**config.mk**
```make
export PLATFORM = sky130hd
export DESIGN_NAME = reg_frame_engine
export DESIGN_NICKNAME = d
export VERILOG_FILES = /design/src/design/frame_pkg.sv /design/src/design/frame_crc.sv /design/src/design/reg_frame_engine.sv
export SDC_FILE = /design/constraint.sdc
export NUM_CORES = 1
export LEC_CHECK = 0
export BUFFER_PORTS_ARGS = -buffer_cell sky130_fd_sc_hd__buf_2
export CAP_MARGIN = 5
export CORE_MARGIN = 1
export CORE_UTILIZATION = 54
export CTS_CLUSTER_DIAMETER = 120
export DETAILED_ROUTE_END_ITERATION = 8
export GPL_ROUTABILITY_DRIVEN = 0
export PLACE_DENSITY_LB_ADDON = 0.1
export SLEW_MARGIN = 0
export SYNTH_ARGS = -nofsm -noshare
export SYNTH_HDL_FRONTEND = slang
export SYNTH_SLANG_ARGS = --single-unit
```
**constraint.sdc**
```tcl
create_clock -name ref_clk_i -period 7.6 [get_ports ref_clk_i]
set_input_delay 0.38 -clock ref_clk_i [delete_from_list [all_inputs] [get_ports ref_clk_i]]
set_output_delay 0.38 -clock ref_clk_i [all_outputs]
set_load 0.02 [all_outputs]
```
**src/design/frame_pkg.sv**
```systemverilog
// Constants for the register access frame builder and parser.
// What this block does
// - Frames open with marker A1EC, high byte first.
// - Byte 0x02 carries protocol revision 3.
// - Read response echoes command code 3.
// - Read response status byte holds result code.
// - Flags bit 0 set means ignore payload checksum.
// - Read response length equals returned payload bytes.
// - Read response carries start address at 0x0C.
// - Payload checksum CRC-32, poly 04C11DB7, start 0FFFFFFF.
// - Header checksum CCITT poly 1021, start zero.
// - Header checksum covers 0x02-0x3D, placed 0x3E.
// - Read payload from 0x40, words high byte first.
// - Zero reply address means reply to source address.
// - Zero reply port means reply to source port.
// - Only read or write commands with a good header get a response frame; others are dropped.
// - Accesses walk consecutive registers, one per word.
package frame_pkg;
   localparam logic [15:0] PREAMBLE       = 16'hA1EC;
   localparam logic [7:0]  PROTO_REV      = 8'h03;
   localparam logic [7:0]  CMD_READ       = 8'h03;
   localparam logic [7:0]  CMD_WRITE      = 8'h04;
   localparam logic [31:0] HDR_LEN        = 32'h0000_0040;
   localparam logic [5:0]  OFS_PRE_HI     = 6'h00;
   localparam logic [5:0]  OFS_PRE_LO     = 6'h01;
   localparam logic [5:0]  OFS_REV        = 6'h02;
   localparam logic [5:0]  OFS_CMD        = 6'h03;
   localparam logic [5:0]  OFS_STATUS     = 6'h05;
   localparam logic [5:0]  OFS_FLAGS_LO   = 6'h07;
   localparam logic [5:0]  OFS_LEN0       = 6'h08;
   localparam logic [5:0]  OFS_LEN3       = 6'h0B;
   localparam logic [5:0]  OFS_ADDR_HI    = 6'h0C;
   localparam logic [5:0]  OFS_ADDR_LO    = 6'h0D;
   localparam logic [5:0]  OFS_IP0        = 6'h11;
   localparam logic [5:0]  OFS_IP3        = 6'h14;
   localparam logic [5:0]  OFS_PORT0      = 6'h15;
   localparam logic [5:0]  OFS_PORT1      = 6'h16;
   localparam logic [5:0]  OFS_DCRC0      = 6'h3A;
   localparam logic [5:0]  OFS_DCRC3      = 6'h3D;
   localparam logic [5:0]  OFS_HCRC_HI    = 6'h3E;
   localparam logic [5:0]  OFS_HCRC_LO    = 6'h3F;
   localparam int          FLAG_IGN_BIT   = 0;
   localparam logic [15:0] CRC16_POLY     = 16'h1021;
   localparam logic [15:0] CRC16_INIT     = 16'h0000;
   localparam logic [31:0] CRC32_POLY     = 32'h04C1_1DB7;
   localparam logic [31:0] CRC32_INIT     = 32'h0FFF_FFFF;
   localparam logic [7:0]  STATUS_OK      = 8'h00;
   localparam logic [7:0]  STATUS_LEN_ERR = 8'h01;
   localparam logic [7:0]  STATUS_CRC_ERR = 8'h02;
   typedef enum logic [1:0]
   {
      ST_RX  = 2'b00,
      ST_SUM = 2'b01,
      ST_TX  = 2'b10
   } state_type;
endpackage

```
**src/design/frame_crc.sv**
```systemverilog
// Byte-wide MSB-first CRC register with selectable polynomial.
`timescale 1ns/100ps
module frame_crc
#(
   parameter int           W    = 16,
   parameter logic [W-1:0] POLY = '0,
   parameter logic [W-1:0] INIT = '0
)
(
   // Clock and reset
   input  wire logic         ref_clk_i,
   input  wire logic         rst_n_i,
   // Byte feed
   input  wire logic         clear_i,
   input  wire logic         en_i,
   input  wire logic [7:0]   data_i,
   // Checksum
   output logic      [W-1:0] crc_o,
   output logic      [W-1:0] crc_nxt_o
);
   logic [W-1:0] crc_r;
   logic [W-1:0] crc_nxt;

   always_comb
   begin
      logic [W-1:0] c;
      c = crc_r;
      for (int i = 0; i < 8; i++)
      begin
         if (c[W-1] ^ data_i[7-i])
            c = {c[W-2:0], 1'b0} ^ POLY;
         else
            c = {c[W-2:0], 1'b0};
      end
      crc_nxt_o = c;
      if (clear_i)
         crc_nxt = INIT;
      else if (en_i)
         crc_nxt = c;
      else
         crc_nxt = crc_r;
   end

   always_ff @(posedge ref_clk_i)
   begin
      if (!rst_n_i)
         crc_r <= INIT;
      else
         crc_r <= crc_nxt;
   end

   assign crc_o = crc_r;
endmodule

```
**src/design/reg_frame_engine.sv**
```systemverilog
// Parses register read/write command frames and builds the responses.
`timescale 1ns/100ps
module reg_frame_engine
   import frame_pkg::*;
(
   // Clock and reset
   input  wire logic        ref_clk_i,
   input  wire logic        rst_n_i,
   // Received command bytes
   input  wire logic [7:0]  rx_data_i,
   input  wire logic        rx_valid_i,
   input  wire logic        rx_last_i,
   output logic             rx_ready_o,
   input  wire logic [31:0] src_ip_i,
   input  wire logic [15:0] src_port_i,
   // Response bytes
   output logic [7:0]       tx_data_o,
   output logic             tx_valid_o,
   output logic             tx_last_o,
   input  wire logic        tx_ready_i,
   output logic [31:0]      reply_ip_o,
   output logic [15:0]      reply_port_o,
   // Register port
   output logic [15:0]      reg_addr_o,
   output logic [15:0]      reg_wdata_o,
   output logic             reg_wr_o,
   output logic             reg_rd_o,
   input  wire logic [15:0] reg_rdata_i,
   // Status
   output logic             frame_drop_o
);
   import frame_pkg::*;

   state_type   state_r, state_nxt;
   logic [31:0] cnt_r, cnt_nxt;
   logic [7:0]  cmd_r, cmd_nxt;
   logic        ign_r, ign_nxt;
   logic [31:0] len_r, len_nxt;
   logic [15:0] base_r, base_nxt;
   logic [31:0] cb_ip_r, cb_ip_nxt;
   logic [15:0] cb_port_r, cb_port_nxt;
   logic [31:0] dcrc_r, dcrc_nxt;
   logic [7:0]  hcrc_hi_r, hcrc_hi_nxt;
   logic        bad_r, bad_nxt;
   logic        hdr_ok_r, hdr_ok_nxt;
   logic [7:0]  status_r, status_nxt;
   logic [31:0] rlen_r, rlen_nxt;
   logic [15:0] addr_r, addr_nxt;
   logic [7:0]  lo_r, lo_nxt;
   logic [15:0] wdata_r, wdata_nxt;
   logic        wr_r, wr_nxt;
   logic [7:0]  txd_r, txd_nxt;
   logic [31:0] rip_r, rip_nxt;
   logic [15:0] rport_r, rport_nxt;
   logic        drop_r, drop_nxt;

   logic        rx_acc, tx_acc, in_hdr, hdr_now, good;
   logic [5:0]  ofs;
   logic [31:0] tx_idx, tx_end;
   logic        h16_clr, h16_en, h32_clr, h32_en, t16_en;
   logic [7:0]  h32_d;
   logic [15:0] h16_crc, t16_crc, t16_nxt;
   logic [31:0] c32, c32_nxt;

   frame_crc #(.W(16), .POLY(CRC16_POLY), .INIT(CRC16_INIT)) u_rx_hcrc
   (
      .ref_clk_i (ref_clk_i),
      .rst_n_i   (rst_n_i),
      .clear_i   (h16_clr),
      .en_i      (h16_en),
      .data_i    (rx_data_i),
      .crc_o     (h16_crc),
      .crc_nxt_o ()
   );

   frame_crc #(.W(16), .POLY(CRC16_POLY), .INIT(CRC16_INIT)) u_tx_hcrc
   (
      .ref_clk_i (ref_clk_i),
      .rst_n_i   (rst_n_i),
      .clear_i   (h16_clr),
      .en_i      (t16_en),
      .data_i    (txd_r),
      .crc_o     (t16_crc),
      .crc_nxt_o (t16_nxt)
   );

   frame_crc #(.W(32), .POLY(CRC32_POLY), .INIT(CRC32_INIT)) u_dcrc
   (
      .ref_clk_i (ref_clk_i),
      .rst_n_i   (rst_n_i),
      .clear_i   (h32_clr),
      .en_i      (h32_en),
      .data_i    (h32_d),
      .crc_o     (c32),
      .crc_nxt_o (c32_nxt)
   );

   // Header byte of the response at a given offset.
   function automatic logic [7:0] hdr_byte(input logic [5:0] o);
      logic [7:0] b;
      b = 8'h00;
      case (o)
         OFS_PRE_HI   : b = PREAMBLE[15:8];
         OFS_PRE_LO   : b = PREAMBLE[7:0];
         OFS_REV      : b = PROTO_REV;
         OFS_CMD      : b = cmd_r;
         OFS_STATUS   : b = status_r;
         OFS_FLAGS_LO : b = {7'h00, cmd_r == CMD_WRITE};
         6'h08        : b = rlen_r[31:24];
         6'h09        : b = rlen_r[23:16];
         6'h0A        : b = rlen_r[15:8];
         OFS_LEN3     : b = rlen_r[7:0];
         OFS_ADDR_HI  : b = base_r[15:8];
         OFS_ADDR_LO  : b = base_r[7:0];
         6'h3A        : b = (cmd_r == CMD_READ) ? c32[31:24] : 8'h00;
         6'h3B        : b = (cmd_r == CMD_READ) ? c32[23:16] : 8'h00;
         6'h3C        : b = (cmd_r == CMD_READ) ? c32[15:8] : 8'h00;
         OFS_DCRC3    : b = (cmd_r == CMD_READ) ? c32[7:0] : 8'h00;
         OFS_HCRC_HI  : b = t16_nxt[15:8];
         OFS_HCRC_LO  : b = t16_crc[7:0];
         default      : b = 8'h00;
      endcase
      return b;
   endfunction

   assign rx_acc   = rx_valid_i && rx_ready_o;
   assign tx_acc   = tx_valid_o && tx_ready_i;
   assign in_hdr   = (cnt_r[31:6] == 26'h0);
   assign ofs      = cnt_r[5:0];
   assign tx_idx   = cnt_r + 32'h1;
   assign tx_end   = HDR_LEN + rlen_r - 32'h1;
   // Header is judged on its last byte, from the checksum over 0x02-0x3D.
   assign hdr_now  = !bad_r && ({hcrc_hi_r, rx_data_i} == h16_crc);
   assign good     = (in_hdr && ofs == OFS_HCRC_LO) ? hdr_now
                   : (!in_hdr && hdr_ok_r);
   assign h16_clr  = (state_r == ST_RX) && rx_acc && cnt_r == 32'h0;
   assign h16_en   = rx_acc && in_hdr && ofs >= OFS_REV
                   && ofs <= OFS_DCRC3;
   assign t16_en   = (state_r == ST_TX) && tx_acc && in_hdr
                   && ofs >= OFS_REV && ofs <= OFS_DCRC3;
   assign rx_ready_o   = (state_r == ST_RX);
   assign tx_valid_o   = (state_r == ST_TX);
   assign tx_last_o    = tx_valid_o && (cnt_r == tx_end);
   assign tx_data_o    = txd_r;
   assign reply_ip_o   = rip_r;
   assign reply_port_o = rport_r;
   assign reg_addr_o   = addr_r;
   assign reg_wdata_o  = wdata_r;
   assign reg_wr_o     = wr_r;
   assign frame_drop_o = drop_r;

   always_comb
   begin
      state_nxt = state_r;    cnt_nxt = cnt_r;       cmd_nxt = cmd_r;
      ign_nxt = ign_r;        len_nxt = len_r;       base_nxt = base_r;
      cb_ip_nxt = cb_ip_r;    cb_port_nxt = cb_port_r;
      dcrc_nxt = dcrc_r;      hcrc_hi_nxt = hcrc_hi_r;
      bad_nxt = bad_r;        hdr_ok_nxt = hdr_ok_r; status_nxt = status_r;
      rlen_nxt = rlen_r;      addr_nxt = addr_r;     lo_nxt = lo_r;
      wdata_nxt = wdata_r;    wr_nxt = 1'b0;         txd_nxt = txd_r;
      rip_nxt = rip_r;        rport_nxt = rport_r;   drop_nxt = 1'b0;
      reg_rd_o = 1'b0;        h32_clr = 1'b0;        h32_en = 1'b0;
      h32_d = rx_data_i;
      if (wr_r)
         addr_nxt = addr_r + 16'h1;
      case (state_r)
         ST_RX:
         begin
            if (rx_acc)
            begin
               cnt_nxt = cnt_r + 32'h1;
               if (in_hdr)
               begin
                  if (ofs == OFS_PRE_HI && rx_data_i != PREAMBLE[15:8])
                     bad_nxt = 1'b1;
                  if (ofs == OFS_PRE_LO && rx_data_i != PREAMBLE[7:0])
                     bad_nxt = 1'b1;
                  if (ofs == OFS_REV && rx_data_i != PROTO_REV)
                     bad_nxt = 1'b1;
                  if (ofs == OFS_CMD)
                     cmd_nxt = rx_data_i;
                  if (ofs == OFS_FLAGS_LO)
                     ign_nxt = rx_data_i[FLAG_IGN_BIT];
                  if (ofs >= OFS_LEN0 && ofs <= OFS_LEN3)
                     len_nxt = {len_r[23:0], rx_data_i};
                  if (ofs == OFS_ADDR_HI)
                     base_nxt = {rx_data_i, base_r[7:0]};
                  if (ofs == OFS_ADDR_LO)
                     base_nxt = {base_r[15:8], rx_data_i};
                  if (ofs >= OFS_IP0 && ofs <= OFS_IP3)
                     cb_ip_nxt = {cb_ip_r[23:0], rx_data_i};
                  if (ofs == OFS_PORT0 || ofs == OFS_PORT1)
                     cb_port_nxt = {cb_port_r[7:0], rx_data_i};
                  if (ofs >= OFS_DCRC0 && ofs <= OFS_DCRC3)
                     dcrc_nxt = {dcrc_r[23:0], rx_data_i};
                  if (ofs == OFS_HCRC_HI)
                     hcrc_hi_nxt = rx_data_i;
                  if (ofs == OFS_HCRC_LO)
                  begin
                     hdr_ok_nxt = hdr_now;
                     addr_nxt = base_r;
                     h32_clr = 1'b1;
                  end
               end
               else if (hdr_ok_r && cmd_r == CMD_WRITE)
               begin
                  h32_en = 1'b1;
                  if (!cnt_r[0])
                     wdata_nxt = {rx_data_i, wdata_r[7:0]};
                  else
                  begin
                     wdata_nxt = {wdata_r[15:8], rx_data_i};
                     wr_nxt = 1'b1;
                  end
               end
               if (rx_last_i)
               begin
                  cnt_nxt = 32'h0;
                  bad_nxt = 1'b0;
                  hdr_ok_nxt = 1'b0;
                  rip_nxt = (cb_ip_r == 32'h0) ? src_ip_i : cb_ip_r;
                  rport_nxt = (cb_port_r == 16'h0) ? src_port_i
                                                   : cb_port_r;
                  txd_nxt = PREAMBLE[15:8];
                  // The address was loaded at the checksum byte; a write
                  // still pending from the last word must keep its step.
                  if (good && cmd_r == CMD_READ)
                  begin
                     status_nxt = STATUS_OK;
                     rlen_nxt = {len_r[31:1], 1'b0};
                     state_nxt = (len_r[31:1] == 31'h0) ? ST_TX : ST_SUM;
                  end
                  else if (good && cmd_r == CMD_WRITE)
                  begin
                     rlen_nxt = 32'h0;
                     if (len_r[0] || (cnt_r + 32'h1 != HDR_LEN + len_r)
                         || len_r == 32'h0)
                        status_nxt = STATUS_LEN_ERR;
                     else if (!ign_r && c32_nxt != dcrc_r)
                        status_nxt = STATUS_CRC_ERR;
                     else
                        status_nxt = STATUS_OK;
                     state_nxt = ST_TX;
                  end
                  else
                     drop_nxt = 1'b1;
               end
            end
         end
         ST_SUM:
         begin
            // First pass over the registers to form the payload checksum.
            h32_en = 1'b1;
            cnt_nxt = cnt_r + 32'h1;
            if (!cnt_r[0])
            begin
               reg_rd_o = 1'b1;
               h32_d = reg_rdata_i[15:8];
               lo_nxt = reg_rdata_i[7:0];
               addr_nxt = addr_r + 16'h1;
            end
            else
               h32_d = lo_r;
            if (cnt_r == rlen_r - 32'h1)
            begin
               cnt_nxt = 32'h0;
               addr_nxt = base_r;
               state_nxt = ST_TX;
            end
         end
         ST_TX:
         begin
            if (tx_acc)
            begin
               cnt_nxt = tx_idx;
               if (tx_last_o)
               begin
                  cnt_nxt = 32'h0;
                  state_nxt = ST_RX;
               end
               else if (tx_idx[31:6] == 26'h0)
                  txd_nxt = hdr_byte(tx_idx[5:0]);
               else if (!tx_idx[0])
               begin
                  reg_rd_o = 1'b1;
                  txd_nxt = reg_rdata_i[15:8];
                  lo_nxt = reg_rdata_i[7:0];
                  addr_nxt = addr_r + 16'h1;
               end
               else
                  txd_nxt = lo_r;
            end
         end
         default:
            state_nxt = ST_RX;
      endcase
   end

   always_ff @(posedge ref_clk_i)
   begin
      if (!rst_n_i)
      begin
         state_r <= ST_RX;   cnt_r <= 32'h0;     cmd_r <= 8'h00;
         ign_r <= 1'b0;      len_r <= 32'h0;     base_r <= 16'h0;
         cb_ip_r <= 32'h0;   cb_port_r <= 16'h0; dcrc_r <= 32'h0;
         hcrc_hi_r <= 8'h00; bad_r <= 1'b0;      hdr_ok_r <= 1'b0;
         status_r <= STATUS_OK;                  rlen_r <= 32'h0;
         addr_r <= 16'h0;    lo_r <= 8'h00;      wdata_r <= 16'h0;
         wr_r <= 1'b0;       txd_r <= 8'h00;     rip_r <= 32'h0;
         rport_r <= 16'h0;   drop_r <= 1'b0;
      end
      else
      begin
         state_r <= state_nxt;   cnt_r <= cnt_nxt;     cmd_r <= cmd_nxt;
         ign_r <= ign_nxt;       len_r <= len_nxt;     base_r <= base_nxt;
         cb_ip_r <= cb_ip_nxt;   cb_port_r <= cb_port_nxt;
         dcrc_r <= dcrc_nxt;     hcrc_hi_r <= hcrc_hi_nxt;
         bad_r <= bad_nxt;       hdr_ok_r <= hdr_ok_nxt;
         status_r <= status_nxt; rlen_r <= rlen_nxt;
         addr_r <= addr_nxt;     lo_r <= lo_nxt;       wdata_r <= wdata_nxt;
         wr_r <= wr_nxt;         txd_r <= txd_nxt;     rip_r <= rip_nxt;
         rport_r <= rport_nxt;   drop_r <= drop_nxt;
      end
   end
endmodule

```
Yosys cells after proc, flatten, opt, wreduce, memory -nomap -nowiden. Cells that the tools add are included. W data, S select, Z words.

$add $sub $neg: 6. Multiply operators: 0. Div/mod/pow operators: 0. $lt $le $gt $ge: 7. Equality and inequality tests: 49. Shift-type cells: 0. Mux-type cells: 104. Bitwise gates (word level): 56. Reductions and logical operators: 71.

Operators with widths (number): $mux W32 (8); $mux W27 (8); $mux W13 (16); $mux W16 (11); $mux W8 (20); $pmux W8 S18 (1); $not A14 Y14 (8); $logic_not A32 Y1 (3); $pmux W32 S3 (1); $add A7 B32 Y32 const A (2); $eq A32 B32 Y1 (2); $ne A32 B32 Y1 (2); $sub A32 B1 Y32 const B (2); $logic_not A26 Y1 (2); $eq A6 B4 Y1 const B (8); $eq A6 B6 Y1 const B (8); $not A3 Y3 (16); $pmux W16 S3 (1); $reduce_and A4 Y1 (11); $add A32 B1 Y32 const B (1); $pmux W8 S2 (2); $logic_not A31 Y1 (1); $logic_and A1 B1 Y1 (25); $eq A6 B2 Y1 const B (4); 40 further kinds (130).

Flip-flop bits (word level): 383. Latch bits: 0. RAM bits: 0. ROM bits: 0. Logic and storage cells: 320. Memories: 0.

Logic depth before layout (Yosys ltp).
Depth in word-level cells: 24. Mapped depth: 17.

By module. Synthesis repeated with hierarchy kept, for this count alone.

Cell total of the unflattened synthesis: 2901. Area total of the unflattened synthesis: 23658.9 um^2.

Modules (own cells, without submodules): reg_frame_engine (times used 1, cells an instance 2529, area an instance 19428.6 um^2); frame_crc at u_dcrc (times used 1, cells an instance 186, area an instance 2190.9 um^2); frame_crc at u_rx_hcrc ... (times used 2, cells an instance 93, area an instance 1019.7 um^2).

Worst setup path before layout. OpenSTA, ideal clock, no wires.

Path type: register to register. Start point: register rlen_r[2]. End point: register cnt_r[26]. Arrival time: 3501 ps. Slack: 3979 ps. Stages on the path, launching flop included: 16. Path through: dfxtp_1 > clkbuf_1 > inv_1 > ha_1 > buf_2 > nor4b_4 > nor2_1 > a41oi_1 > or2_0 > a2111oi_0 > or4b_4 > o21a_1 > a211oi_2 > buf_4 > nor3b_1 > a211o_1.

Longest elaborated chain between the ends: 7. Elaborated cells on any way between the ends: 10. Those cells by class: 3 x add/sub; 2 x eq/ne; 4 x mux; 1 x reduce/logical.

Ends and longest elaborated chain: from (decl) (RTL line reg_frame_engine.sv:47) `logic [31:0] rlen_r, rlen_nxt;`; from (signal assigned) (RTL line reg_frame_engine.sv:319) `status_r <= status_nxt; rlen_r <= rlen_nxt;`; $add A7 B32 Y32 (RTL line reg_frame_engine.sv:131) `assign tx_end = HDR_LEN + rlen_r - 32'h1;`; $sub A32 B1 Y32 (RTL line reg_frame_engine.sv:131); $eq A32 B32 Y1 (RTL line reg_frame_engine.sv:143) `assign tx_last_o = tx_valid_o && (cnt_r == tx_end);`; $logic_and A1 B1 Y1 (RTL line reg_frame_engine.sv:143); $mux W32 (RTL line reg_frame_engine.sv:276) `if (tx_last_o)`; $mux W32 (RTL line reg_frame_engine.sv:273) `if (tx_acc)`; $pmux W32 S3 * (RTL line reg_frame_engine.sv:166) `case (state_r)`; to (signal assigned) (RTL line reg_frame_engine.sv:314) `state_r <= state_nxt; cnt_r <= cnt_nxt; cmd_r <= cmd_nxt;`; to (decl) (RTL line reg_frame_engine.sv:35) `logic [31:0] cnt_r, cnt_nxt;`.

Mark *: on every way between the ends. The rest lies on a longest branch, timed or not. The select of a mux whose other input is x is not followed. A chain may end at the register's enable or synchronous reset.

Worst setup path in the final report.
Start point: register rlen_r[1]. End point: output port reg_rd_o.

Longest elaborated chain between the ends: 7.

Ends and longest elaborated chain: $add A7 B32 Y32 (RTL line reg_frame_engine.sv:131); $sub A32 B1 Y32 (RTL line reg_frame_engine.sv:131); $eq A32 B32 Y1 (RTL line reg_frame_engine.sv:143); $logic_and A1 B1 Y1 (RTL line reg_frame_engine.sv:143); $mux W1 (RTL line reg_frame_engine.sv:276); $mux W1 (RTL line reg_frame_engine.sv:273); $pmux W1 S2 (RTL line reg_frame_engine.sv:166); to (decl) (RTL line reg_frame_engine.sv:27) `output logic reg_rd_o,`.

Every way passes these cells.

==> reports/qor.csv <==
stage,metric,value,unit
placed_design,io_buffers,170,
logic_synthesis,ys_top_cells_by_area,"dfxtp_1 (33%), xnor2_1 (7.9%), a21oi_1 (6.2%)",
run,drv_cap,0,
cts,clk_path_buf_depth,3,
sta,tightest_slew,1.362,ns
cts,h-tree-depth,2,
worst_setup_path,critPathMaxFanout,19,
pwr,p_leak,9.226,nW
worst_setup_path,ff2ff_path_depth,12,
grt,antenna_found_initial,0,
pwr,vdd_drop_max,0.1509,mV
sta,setup_violations,0,
logic_synthesis,synth_warnings,0,
sta,max_slew_margin,9.055,%
logic_synthesis,synth_fp_nets,3092,
sta,skew,0.03325,ns
sta,setup_tns,0,ns
floorplan,io_pins,171,
logic_synthesis,synth_top_area_share,32.59,%
sta,post-route-min-period,5.518,ns
worst_setup_path,end_kind,output pin,
cts,hold_buffers,0,
floorplan,coreArea,42040,um^2
run_status,status,finished clean,
sta,fin_crit_sh,72.60,%
floorplan,die_h,208.8,um
cts,clock_sinks,376,
cells_and_area,drive_gt1_share,10.70,%
logic_synthesis,async_flop_share,0,%
cts,cts_buffers,43,
detailed_routing,drtPass1Iterations,9,
sta,max_freq,181.2,MHz
worst_setup_path,r2r_slack,2.34,ns
detailed_routing,drc,0,
cells_and_area,post-route-util,60.19,%
cells_and_area,diodes,0,
logic_synthesis,yosysTopAreaCell,dfxtp_1,
grt,grt_usage,34.71,%
floorplan,die_area,43610,um^2
logic_synthesis,syn_inst,3001,
pwr,powerDensity,183.8,nW/um^2
logic_synthesis,synthFlopType,dfxtp_1,
logic_synthesis,syn_avg_cell_area,7.697,um^2
cts,path_clk_slew,0.06,ns
cells_and_area,area_growth_syn_to_layout,9.550,%
sta,slew_violations,0,
cells_and_area,layout_commonest_cell,nand2_1,
worst_setup_path,r2r-start,rlen_r[1],
cells_and_area,nNetsFinal,3074,
cts,cts_resized,0,
worst_hold_path,holdPathStages,3,
detailed_routing,wl_per_cell,21.85,um
worst_hold_path,min-delay-start,reg_rdata_i[5],
worst_setup_path,r2r_end,cnt_r[24],
logic_synthesis,ys_ff_latch,376,
cts,root_buffer,clkbuf_16,
worst_hold_path,hold_end,lo_r[5],
floorplan,initial_core_util,54.94,%
cts,postCtsSetupBuffers,0,
sta,rsz0062_at_grt,false,
grt,grt_pass1_vias,21429,
sta,hold_viol,0,
detailed_routing,drt-initial-drc-count,2562,
cells_and_area,mostFrequentLayoutCells,"nand2_1 (377), dfxtp_1 (375), nor2_1 (296), a21oi_1 (287), xnor2_1 (208)",
worst_setup_path,crit_required,7.22,ns
detailed_routing,routed_via_density,6.459,
detailed_routing,dr_total_vias,22975,
worst_setup_path,arrival,5.14,ns
floorplan,die_x,208.8,um
placed_design,dpl.hpwl,54.58,mm
floorplan,num_rows,75,
logic_synthesis,synth_edf_count,0,
cts,cts_tree,done,
worst_setup_path,start_kind,flip-flop,
logic_synthesis,syn_area,23100,um^2
worst_setup_path,cp-startpoint,rlen_r[1],
worst_hold_path,hp-class,in2reg,
worst_setup_path,criticalPathCategory,reg2out,
grt,grt_max_degree,99,
detailed_routing,final_antenna_net_count,0,
grt,grt_overflow,0,
logic_synthesis,ys_seq_area_share,32.59,%
cts,clock_latency,0.60,ns
logic_synthesis,synth_cell_types,91,
grt,grt_first_pass_wirelength,120.9,mm
detailed_routing,routed_wl,77.71,mm
==> cell usage after synthesis, types with 10 or more instances <==
library cell  count
nand2_1         377
dfxtp_1         376
nor2_1          303
a21oi_1         287
xnor2_1         208
clkbuf_1        198
mux2i_1         113
nand3_1         113
xor2_1          108
o21ai_0         104
nor3_1           65
nand4_1          63
a22oi_1          60
nor4_1           55
inv_1            37
o211ai_1         37
and3_1           30
buf_2            30
a211oi_1         26
a31oi_1          22
buf_1            22
or3_1            20
and2_1           19
and4_1           18
nor3b_1          16
or4_1            15
ha_1             14
a211o_1          12
a221oi_1         11
nand3b_1         11
nand2b_1         10
nor2b_1          10
o22ai_1          10
o311a_1          10
==> worst max-delay path by stage <==
stage / end / slack, ns / cells after the start
after floorplan: cnt_r[26] / 3.98 / 15
after global placement: cnt_r[24] / 2.82 / 12
after detailed placement: cnt_r[11] / 2.63 / 12
after CTS: reg_rd_o / 2.24 / 13
after global routing: reg_rd_o / 1.87 / 13
final: reg_rd_o / 2.08 / 13
==> critical path: stages (launching register included) <==
cell and delay, ns:
dfxtp_1 0.41, inv_1 0.10, ha_1 0.39, nor4b_4 0.89, nor2_1 0.37, or4_1 0.57, o311ai_1 0.13, nand4_1 0.12
or3_1 0.38, or2_1 0.48, nand2_1 0.25, o22ai_1 0.10, and2_1 0.19, buf_2 0.16
==> stage by stage <==
stage | hold slack [ns] | worst slack [ns] | instance area (um^2) | total power [W] | instances
after floorplan | 0.4322 | 3.979 | 23100 | 0.002362 | 3001
after global placement | 0.4378 | 2.822 | 23800 | 0.002500 | 3477
after detailed placement | 0.4418 | 2.634 | 23800 | 0.002506 | 3477
after CTS | 0.01927 | 2.241 | 25300 | 0.004666 | 3557
after global routing | 0.04440 | 1.866 | 25300 | 0.004790 | 3557
final | 0.03381 | 2.082 | 25300 | 0.004651 | 3557
==> state kept, by name (all words and copies together) (netlist names), 31 cells and up <==
register	cells
len_r	32
rlen_r	31
dcrc_r	32
cnt_r	32
reply_ip_o	32
cb_ip_r	32
u_dcrc.crc_o	32
==> cell families (layout without fill, tap and decap cells) <==
| logic type | Yosys count | after routing | synth area share, % |
|---|---|---|---|
| buffers and inverters | 298 | 315 | 5.233 |
| DFF | 376 | 376 | 32.59 |
| adders and majority gates | 14 | 14 | 0.7584 |
| xor gates and xnor gates | 321 | 321 | 12.36 |
| AOI/OAI and AO/OA | 705 | 705 | 19.51 |
| and+or+nand+nor | 1171 | 1171 | 24.51 |
| muxes | 116 | 116 | 5.043 |
==> layer usage <==
metal | GRT usage, % | vias up | wire, um | share of wire, %
met5 | 0 | - | 0 | 0
met4 | 16.53 | 0 | 3679 | 4.7
met3 | 7.499 | 273 | 7824 | 10
met2 | 53.36 | 1216 | 34020 | 44
met1 | 46.20 | 10846 | 32190 | 41
li1 | - | 10640 | - | -
==> area by class of cell <==
type	instances	area, um^2
clock buffer	62	1267
clock inverter	18	235.2
fill	3842	16740
inverter	39	151.4
multi-input combinational	2327	14400
sequential	376	7528
tap	539	674.4
timing repair buffer	196	1046
==> where the power goes <==
part           internal [W]  switching (W)  total, W
sequential          0.00200      0.0000209   0.00202
combinational      0.000147       0.000308  0.000455
clock               0.00128       0.000901   0.00218
(Power assumes the default switching activity.)
